==> src/shared/pm_pkg.sv <==
// Purpose: Constants of the bridge power management register block.
// Assumes: APB slave with 32-bit data and byte addresses.
// Notes:   Shared by the register bank and the wake unit.
package pm_pkg;

  // ----------------------------------------------------------------
  // Register map
  // ----------------------------------------------------------------
  localparam int          ADDR_W        = 12;
  localparam logic [11:0] ADDR_PWR_CSR  = 12'h094;
  localparam logic [11:0] ADDR_IRQ_STAT = 12'h100;
  localparam logic [11:0] ADDR_IRQ_CLR  = 12'h104;
  localparam logic [11:0] ADDR_IRQ_EN   = 12'h108;

  // ----------------------------------------------------------------
  // Power control and status word layout
  // ----------------------------------------------------------------
  localparam int PS_LSB   = 0;
  localparam int NSR_BIT  = 3;
  localparam int WEN_BIT  = 8;
  localparam int WST_BIT  = 15;
  localparam int PS_LANE  = 0;
  localparam int WK_LANE  = 1;

  localparam logic [1:0] PS_D0 = 2'h0;
  localparam logic [1:0] PS_D1 = 2'h1;
  localparam logic [1:0] PS_D2 = 2'h2;
  localparam logic [1:0] PS_D3 = 2'h3;

  localparam logic [1:0] PS_RST  = PS_D0;
  localparam logic       NSR_VAL = 1'b1;
  localparam logic       WEN_RST = 1'b0;
  localparam logic       WST_RST = 1'b0;

  // ----------------------------------------------------------------
  // Interrupt bits
  // ----------------------------------------------------------------
  localparam int         IRQ_W      = 3;
  localparam int         IRQ_WAKE   = 0;
  localparam int         IRQ_SRST   = 1;
  localparam int         IRQ_DROP   = 2;
  localparam logic [2:0] IRQ_RST    = 3'h0;

  // ----------------------------------------------------------------
  // Timing
  // ----------------------------------------------------------------
  localparam int CLK_NS   = 5;
  localparam int SRST_NS  = 20;
  localparam int SRST_CYC = (SRST_NS + CLK_NS - 1) / CLK_NS;

endpackage : pm_pkg

==> src/shared/pm_wake_if.sv <==
// Purpose: Link between the register bank and the wake unit.
// Assumes: Both ends run on pclk.
// Notes:   clr_st is a one-cycle pulse, evt a one-cycle pulse.
`timescale 1ns/1ps
`default_nettype none
interface pm_wake_if;
  logic wake_en;
  logic clr_st;
  logic st;
  logic evt;
  modport ctrl (output wake_en, output clr_st, input st, input evt);
  modport unit (input wake_en, input clr_st, output st, output evt);
endinterface : pm_wake_if
`default_nettype wire

==> src/design/bridge_power_mgmt_csr.sv <==
// Purpose: Power management control and status of a bridge over APB.
// Assumes: Zero-wait APB slave; pclk at 200 MHz.
// Notes:   Read data is captured in the setup cycle of a read.
//
// Functional notes
// Two-bit power state field, 00 is D0, 11 is D3, resets to 00.
// Writes of code 01 or 10 are discarded, state unchanged.
// Writing D0 while in D3 pulses an internal reset, no bus reset.
// Bit 3 reads one: configuration kept across D3hot to D0.
// Bit 8 sticky wake enable, bit 15 sticky write-one-clear status.
// Data select, scale and data fields read zero, writes ignored.
// Bit 22 reads zero: no B2/B3 support in D3hot.
// Bit 23 reads zero: bus power and clock control disabled.
// Wake request may assert in D0, D3hot or D3cold, no wake clock.
// Event sets status; wake pin low while status and enable set.
// Reserved bits 2, 7:4 and 21:16 read zero, writes ignored.
`timescale 1ns/1ps
`default_nettype none
module bridge_power_mgmt_csr
  import pm_pkg::*;
#(
  parameter int SRST_CYCLES = SRST_CYC
)(
  // Clock and reset
  input  wire logic              pclk,
  input  wire logic              presetn,
  // APB slave
  input  wire logic              psel,
  input  wire logic              penable,
  input  wire logic              pwrite,
  input  wire logic [ADDR_W-1:0] paddr,
  input  wire logic [31:0]       pwdata,
  input  wire logic [3:0]        pstrb,
  output logic      [31:0]       prdata,
  output logic                   pready,
  output logic                   pslverr,
  // Wake pins
  input  wire logic              pm_event_in,
  output logic                   wake_request_out_n,
  output logic                   wake_request_oe,
  // Core side
  output logic      [1:0]        power_state_out,
  output logic                   soft_reset_out,
  output logic                   irq_out
);

  // ----------------------------------------------------------------
  // Declarations
  // ----------------------------------------------------------------
  typedef enum logic {SR_IDLE, SR_HOLD} srst_state_t;

  srst_state_t      sr_state_r;
  logic [7:0]       sr_cnt_r;
  logic [1:0]       ps_r;
  logic             wen_r;
  logic [IRQ_W-1:0] irq_st_r;
  logic [IRQ_W-1:0] irq_en_r;
  logic [IRQ_W-1:0] irq_set;
  logic [IRQ_W-1:0] irq_clr;
  logic [31:0]      prdata_r;
  logic [31:0]      rd_word;
  logic [31:0]      csr_word;
  logic             hit;
  logic             wr;
  logic             wr_csr;
  logic             ps_wr;
  logic [1:0]       ps_code;
  logic             ps_legal;
  logic             srst_go;
  logic             drop;

  pm_wake_if wk ();

  // ----------------------------------------------------------------
  // APB decode
  // ----------------------------------------------------------------
  always_comb begin
    hit = 1'b0;
    unique case (paddr)
      ADDR_PWR_CSR,
      ADDR_IRQ_STAT,
      ADDR_IRQ_CLR,
      ADDR_IRQ_EN: hit = 1'b1;
      default:     hit = 1'b0;
    endcase
  end

  // Every access completes at once; unmapped ones report an error.
  assign pready  = 1'b1;
  assign pslverr = psel & penable & ~hit;
  assign prdata  = prdata_r;

  assign wr      = psel & penable & pwrite & pready & hit;
  assign wr_csr  = wr & (paddr == ADDR_PWR_CSR);
  assign ps_wr   = wr_csr & pstrb[PS_LANE];
  assign ps_code = pwdata[PS_LSB +: 2];

  // ----------------------------------------------------------------
  // Power state
  // ----------------------------------------------------------------
  assign ps_legal = (ps_code == PS_D0) || (ps_code == PS_D3);
  assign drop     = ps_wr & ~ps_legal;
  assign srst_go  = ps_wr & (ps_code == PS_D0) & (ps_r == PS_D3);

  always_ff @(posedge pclk or negedge presetn) begin
    if (!presetn) begin
      ps_r <= PS_RST;
    end else if (ps_wr && ps_legal) begin
      ps_r <= ps_code;
    end
  end

  assign power_state_out = ps_r;

  // ----------------------------------------------------------------
  // Internal reset sequencer
  // ----------------------------------------------------------------
  // The pulse goes to the bridge core only; the bus reset pin and
  // this register bank are untouched, so configuration survives.
  always_ff @(posedge pclk or negedge presetn) begin
    if (!presetn) begin
      sr_state_r <= SR_IDLE;
      sr_cnt_r   <= 8'h00;
    end else if (srst_go) begin
      sr_state_r <= SR_HOLD;
      sr_cnt_r   <= 8'(SRST_CYCLES - 1);
    end else begin
      unique case (sr_state_r)
        SR_IDLE: sr_cnt_r <= 8'h00;
        SR_HOLD: begin
          if (sr_cnt_r == 8'h00) begin
            sr_state_r <= SR_IDLE;
          end else begin
            sr_cnt_r <= sr_cnt_r - 8'h01;
          end
        end
      endcase
    end
  end

  assign soft_reset_out = (sr_state_r == SR_HOLD);

  // ----------------------------------------------------------------
  // Wake enable and status
  // ----------------------------------------------------------------
  always_ff @(posedge pclk or negedge presetn) begin
    if (!presetn) begin
      wen_r <= WEN_RST;
    end else if (wr_csr && pstrb[WK_LANE]) begin
      wen_r <= pwdata[WEN_BIT];
    end
  end

  assign wk.wake_en = wen_r;
  assign wk.clr_st  = wr_csr & pstrb[WK_LANE] & pwdata[WST_BIT];

  pm_wake_unit pm_wake_unit_i (
    .pclk               (pclk),
    .presetn            (presetn),
    .pm_event_in        (pm_event_in),
    .wake_request_out_n (wake_request_out_n),
    .wake_request_oe    (wake_request_oe),
    .bus                (wk.unit)
  );

  // ----------------------------------------------------------------
  // Interrupts
  // ----------------------------------------------------------------
  always_comb begin
    irq_set           = '0;
    irq_set[IRQ_WAKE] = wk.evt;
    irq_set[IRQ_SRST] = srst_go;
    irq_set[IRQ_DROP] = drop;
    irq_clr           = '0;
    if (wr && paddr == ADDR_IRQ_CLR && pstrb[0]) begin
      irq_clr = pwdata[IRQ_W-1:0];
    end
  end

  // A set in the clearing cycle wins.
  always_ff @(posedge pclk or negedge presetn) begin
    if (!presetn) begin
      irq_st_r <= IRQ_RST;
    end else begin
      irq_st_r <= (irq_st_r & ~irq_clr) | irq_set;
    end
  end

  always_ff @(posedge pclk or negedge presetn) begin
    if (!presetn) begin
      irq_en_r <= IRQ_RST;
    end else if (wr && paddr == ADDR_IRQ_EN && pstrb[0]) begin
      irq_en_r <= pwdata[IRQ_W-1:0];
    end
  end

  assign irq_out = |(irq_st_r & irq_en_r);

  // ----------------------------------------------------------------
  // Read data
  // ----------------------------------------------------------------
  // Unlisted bits stay at zero: data select, scale, data, B2/B3,
  // bus power control and every reserved bit.
  always_comb begin
    csr_word            = 32'h0000_0000;
    csr_word[PS_LSB +: 2] = ps_r;
    csr_word[NSR_BIT]   = NSR_VAL;
    csr_word[WEN_BIT]   = wen_r;
    csr_word[WST_BIT]   = wk.st;
  end

  always_comb begin
    rd_word = 32'h0000_0000;
    unique case (paddr)
      ADDR_PWR_CSR:  rd_word = csr_word;
      ADDR_IRQ_STAT: rd_word[IRQ_W-1:0] = irq_st_r;
      ADDR_IRQ_EN:   rd_word[IRQ_W-1:0] = irq_en_r;
      default:       rd_word = 32'h0000_0000;
    endcase
  end

  // Capturing in setup keeps prdata a flop output with no wait state.
  always_ff @(posedge pclk or negedge presetn) begin
    if (!presetn) begin
      prdata_r <= 32'h0000_0000;
    end else if (psel && !penable && !pwrite) begin
      prdata_r <= rd_word;
    end
  end
endmodule : bridge_power_mgmt_csr
`default_nettype wire

==> src/design/pm_wake_unit.sv <==
// Purpose: Wake event capture, sticky status and wake pin drive.
// Assumes: pm_event_in is asynchronous to pclk.
// Notes:   Only presetn and the clr_st pulse clear the sticky status bit.
`timescale 1ns/1ps
`default_nettype none
module pm_wake_unit
  import pm_pkg::*;
(
  // Clock and reset
  input  wire logic pclk,
  input  wire logic presetn,
  // Pins
  input  wire logic pm_event_in,
  output logic      wake_request_out_n,
  output logic      wake_request_oe,
  // Register bank side
  pm_wake_if.unit   bus
);

  logic [1:0] sync_r;
  logic       evt_q_r;
  logic       st_r;
  logic       evt;

  always_ff @(posedge pclk or negedge presetn) begin
    if (!presetn) begin
      sync_r  <= 2'h0;
      evt_q_r <= 1'b0;
    end else begin
      sync_r  <= {sync_r[0], pm_event_in};
      evt_q_r <= sync_r[1];
    end
  end

  assign evt     = sync_r[1] & ~evt_q_r;
  assign bus.evt = evt;
  assign bus.st  = st_r;

  // A new event in the clearing cycle keeps the bit set.
  always_ff @(posedge pclk or negedge presetn) begin
    if (!presetn) begin
      st_r <= WST_RST;
    end else if (evt) begin
      st_r <= 1'b1;
    end else if (bus.clr_st) begin
      st_r <= 1'b0;
    end
  end

  // The drive ignores the power state so waking works in D0 and D3.
  always_ff @(posedge pclk or negedge presetn) begin
    if (!presetn) begin
      wake_request_oe    <= 1'b0;
      wake_request_out_n <= 1'b1;
    end else begin
      wake_request_oe    <= st_r & bus.wake_en;
      wake_request_out_n <= ~(st_r & bus.wake_en);
    end
  end
endmodule : pm_wake_unit
`default_nettype wire

==> config.mk <==
export PLATFORM = sky130hd
export DESIGN_NAME = bridge_power_mgmt_csr
export DESIGN_NICKNAME = d
export VERILOG_FILES = /design/src/shared/pm_pkg.sv /design/src/shared/pm_wake_if.sv /design/src/design/bridge_power_mgmt_csr.sv /design/src/design/pm_wake_unit.sv
export SDC_FILE = /design/constraint.sdc
export NUM_CORES = 1
export LEC_CHECK = 0
export ABC_AREA = 1
export BUFFER_PORTS_ARGS = -buffer_cell sky130_fd_sc_hd__buf_2
export CAP_MARGIN = 30
export CORE_MARGIN = 5
export CORE_UTILIZATION = 46
export CTS_BUF_LIST = sky130_fd_sc_hd__clkbuf_16
export CTS_CLUSTER_SIZE = 40
export DETAILED_ROUTE_END_ITERATION = 12
export GPL_TIMING_DRIVEN = 0
export PLACE_DENSITY = 0.78
export SYNTH_ARGS = -nofsm -noshare
export SYNTH_HDL_FRONTEND = slang
export SYNTH_SLANG_ARGS = --single-unit
==> constraint.sdc <==
create_clock -name pclk -period 2 [get_ports pclk]
set_clock_uncertainty 0.1 [all_clocks]
set_input_delay 0.3 -clock pclk [delete_from_list [all_inputs] [get_ports pclk]]
set_output_delay 0.3 -clock pclk [all_outputs]
set_load 0.05 [all_outputs]
; Word-level counts from Yosys, hierarchy flattened
; Index checks and enable logic that the tools add are counted.
[classes]
n_addsub = 1
n_eq_ne = 7
n_mux = 12
bitwise_logic = 22
n_reduce_logical = 16
[ops]
columns = cell, n
row1 = $eq 12x9->1 const B, 3
row2 = $mux 8, 2
row3 = $pmux 8 s2, 1
row4 = $and 1x1->1, 13
row5 = $mux 13, 1
row6 = $eq 12x8->1 const B, 1
row7 = $pmux 3 s3, 1
row8 = $logic_and 1x1->1, 8
row9 = $logic_not 8->1, 1
row10 = $sub 8x1->8 const B, 1
row11 = $and 3x3->3, 2
row12 = $mux 1, 6
row13 = $not 1->1, 5
row14 = $eq 2x2->1 const B, 2
row15 = $reduce_or 4->1, 1
row16 = $mux 3, 1
row17 = $ne 3x3->1 const B, 1
row18 = $not 3->3, 1
row19 = $or 3x3->3, 1
row20 = $reduce_or 3->1, 1
row21 = $logic_not 1->1, 2
row22 = $logic_not 2->1, 1
row23 = $reduce_bool 2->1, 1
row24 = $logic_or 1x1->1, 1
[word_totals]
reg_bits = 56
inputBits = 54
out_inout_bits = 40
word_cells = 70

; Logic depth before layout (Yosys ltp)
[depth]
ltp_word = 10
ltp_mapped = 10
mapped_depth_nobuf = 10

; Hierarchy
; Synthesis repeated with hierarchy kept, for this count alone.
[unflattened]
hier_cells = 236
hier_area_um2 = 1890.6
[modules_own_cells]
columns = mod, n_inst, cells_per_inst, area_each_um2, seq_area_each_um2
row1 = bridge_power_mgmt_csr, 1, 222, 1706.6, 600.6
row2 = pm_wake_unit, 1, 14, 183.9, 151.4

; Worst setup path before layout
; Ideal clock, no wire load.
[synth_path]
kind = in2out
start = input paddr[10]
end = output pslverr
arrival_ps = 1401
t_required_ps = 1600
slack_ps = 199
cell_stages = 6
path_buffers = 0
path_cell_list = inv_2 -> nand2_1 -> nor3_1 -> nand2_1 -> nand3_2 -> nor2_1
[synth_via]
elab_chain_cells = 5
elab_cells_between_ends = 8
cone_classes = 4 x eq/ne / 1 x mux / 2 x bitwise / 1 x reduce/logical
[synth_rtl]
columns = element, line_no
row1 = from (decl), bridge_power_mgmt_csr.sv:31  ; input wire logic [ADDR_W-1:0] paddr,
row2 = $eq 12x8->1 / $eq 12x9->1 (equally long branches), bridge_power_mgmt_csr.sv:79  ; unique case (paddr)
row3 = $reduce_or 4->1 (*), bridge_power_mgmt_csr.sv:79
row4 = $mux 1 (*), bridge_power_mgmt_csr.sv:79
row5 = $not 1->1 (*), bridge_power_mgmt_csr.sv:90  ; assign pslverr = psel & penable & ~hit;
row6 = $and 1x1->1 (*), bridge_power_mgmt_csr.sv:90
row7 = to (decl), bridge_power_mgmt_csr.sv:36  ; output logic pslverr,
; Every way passes the cells marked *; elsewhere a longest branch is shown, timed or not.

; Final worst setup path
; Ends and elaborated chain as after synthesis.

==> results.cfg <==
[run_status]
status = finished clean

[detailed_routing]
wl_um = 3620
drtIter0Drc = 63
vias = 1573
final_antenna_net_count = 0
post-route-drc-count = 0
highest_layer = met4
routed-wl-met2_um = 1690
routedLengthMet1_um = 1590
vias_per_cell = 4.37
met3WireLength_um = 269
drt-pass1-iter-count = 4
wl_per_cell_um = 10.0

[synthesis]
syn_area_per_cell_um2 = 7.97
ys_seq_area_frac = 0.395
synth_cells = 239
yosysWarnings = 0
yosysUniqueCellTypes = 26
synthTopCellsByArea = dfrtp_1 (38%), nand2_1 (12%), buf_4 (11%)
syn-cell-area_mm2 = 0.00190
synth_top_area_cell = dfrtp_1
synth_top_area_frac = 0.381
synth_seq_cells = 30

[sta]
setup_violations = 0
max_slew_margin = 0.556
finalCriticalPeriod_ns = 1.69
fin_setup_tns_ns = 0
report.final.hold_viol_count = 0
slew_violations = 0
timing.final.ws_setup_ns = 0.306
fin_hold_ws_ns = 0.0317
tightest_slew_ns = 0.665
fmax_ghz = 0.590
fin_crit_sh = 0.847
rsz0062_at_grt = false

[placed_design]
dp_slack_ns = 0.304
dp_hpwl_um = 2930
portBuffers = 37
gp_congestion = 0.781
placed_cells = 351

[worst_setup_path]
worstPathArrival_ns = 1.29
crit_type = in -> out
path_max_fanout = 3
rrSetupSlack_ns = 0.47
cp-end-kind = output pin
required_ns = 1.60
setup.worst_path.start_class = input port

[global_route]
grt_pass1_vias = 1492
grt_pass1_wl_um = 6310
antenna_found_initial = 0
track_usage = 0.148
grt_max_degree = 31
globalRoute.totalOverflow = 0

[job]
drv_cap = 0

[cts]
clock_sinks = 30
cts_tree = done
cts_setup_buffers = 0
cts_resized = 0
htreeDepth = 2
clk_pin_slew_ns = 0.05
clockBufferDepth = 2
cts-root-buf = clkbuf_16
cts_buffers = 5
clk_latency_ns = 0.28

[floorplan]
rows = 23
ioPinCount = 94
die_w_um = 74.3
coreArea_mm2 = 0.00400
start_util = 0.476
chipHeight_um = 74.3
dieArea_mm2 = 0.00553

[pwr]
p_sw_frac = 0.276
p_leak_nw = 1.36
pwr-share-seq = 0.394
p_int_mw = 1.13
vdd_drop_max_uv = 317
power.density_mw_per_mm2 = 650
p_sw_uw = 429
p_clk_frac = 0.448
power_frac_comb = 0.158

[layout]
layout.nets = 366
areaGrowthSynthToFinish_pct = 25.7
nFillCells = 392
layout-drive-gt1-share = 0.335
layout.cells.non_filler = 360
diodes = 0

[worst_hold_path]
hp-class = in -> reg
power groups by stage:
stage / logic (mW) / clock network [mW] / registers [mW]
after floorplan: 0.193 / 0 / 0.622
after global placement: 0.241 / 0 / 0.622
after detailed placement: 0.243 / 0 / 0.622
after CTS: 0.245 / 0.719 / 0.612
after global routing: 0.265 / 0.743 / 0.612
final: 0.246 / 0.698 / 0.613
registers in the layout, summed over array words and instances (netlist names):
| register | flops |
|---|---|
| irq_en_r | 3 |
| irq_st_r | 3 |
| pm_wake_unit_i.bus.st | 1 |
| pm_wake_unit_i.evt_q_r | 1 |
| pm_wake_unit_i.sync_r | 2 |
| pm_wake_unit_i.wake_request_oe | 1 |
| pm_wake_unit_i.wake_request_out_n | 1 |
| power_state_out | 2 |
| prdata | 6 |
| soft_reset_out | 1 |
| sr_cnt_r | 8 |
| wen_r | 1 |
per-stage QoR:
step / instance area (um^2) / power [mW] / utilization
final: 2390 / 1.56 / 0.598
after global routing: 2390 / 1.62 / 0.598
after global placement: 2250 / 0.863 / 0.561
after floorplan: 2000 / 0.815 / -
after CTS: 2390 / 1.58 / 0.598
after detailed placement: 2250 / 0.866 / 0.561
cells in the final DEF, fill, tap and decap left out, drive strengths merged:
cell type	synthesis	final
nand4	7	7
ha	3	3
inv	34	35
clkinv	0	2
dfstp	1	1
nor2	27	27
dfrtp	29	29
xnor2	2	2
nor3	5	5
o21bai	1	1
nand3	22	22
nand3b	2	2
buf	27	64
a21oi	1	1
conb	2	27
clkbuf	0	5
nand2	64	64
dlygate4sd3	0	1
xor2	2	2
o21ai	10	10
critical path, cell delays in order:
cell and delay [ns]:
buf_2 0.10, inv_2 0.03, nand2_1 0.11, nor3_1 0.23, nand2_1 0.14, nand3_2 0.13, nor2_1 0.05, buf_2 0.20
synth_stat cells:
cell	number
nand2_1	63
nand3_2	5
nand2_4	1
inv_2	9
nand3_1	17
nand3b_4	1
nand3b_2	1
buf_4	27
ha_1	3
nand4_1	6
dfrtp_1	29
o21bai_1	1
xnor2_1	2
xor2_1	2
a21oi_1	1
o21ai_0	2
nor3_2	3
o21ai_1	8
nor2_2	5
nor2_1	15
nor2_4	7
nor3_1	2
dfstp_2	1
conb_1	2
inv_1	25
nand4_4	1
final cells by class:
class                   count  area (um^2)  area share
clock buffers               5          125      0.0523
well taps                  50         62.6      0.0261
repair buffers             38          195      0.0815
plain buffers              27          203      0.0847
clock inverters             3         12.5     0.00523
flip-flops and latches     30          752       0.314
multi-input cells         173          916       0.383
inverters                  34          128      0.0533
worst paths after layout:
| path | start | endpoint | depth (start not counted) |
|---|---|---|---|
| min reg2reg | pm_wake_unit_i.sync_r[0] | pm_wake_unit_i.sync_r[1] | 0 |
| min | pm_event_in | pm_wake_unit_i.sync_r[0] | 1 |
| max in group asynchronous | presetn | irq_en_r[0] | 2 |
| max reg2reg | sr_cnt_r[0] | sr_cnt_r[4] | 8 |
| min in group asynchronous | presetn | prdata[8] | 2 |
| max | paddr[10] | pslverr | 8 |
logic make-up after synthesis:
kind of cell,Yosys count,share of synthesized area
simple gates,127,0.357
buf+inv,61,0.173
flops,30,0.395
compound gates,12,0.0329
xor+xnor,4,0.0184
fa+ha+maj,3,0.0197
other cells,2,0.00394
repair_timing:
action / CTS / global route
hold buffers: 1 / 0
hold endpoints to repair: 29 / 0
endpoints found under the setup margin: 0 / 0
metal layers:
metal / track usage / vias to the layer above
met5: 0 / -
met4: 0.0534 / 0
met3: 0.0432 / 6
met2: 0.244 / 48
met1: 0.185 / 686
li1: - / 833
Note: power is estimated with default switching activity, not from simulation.
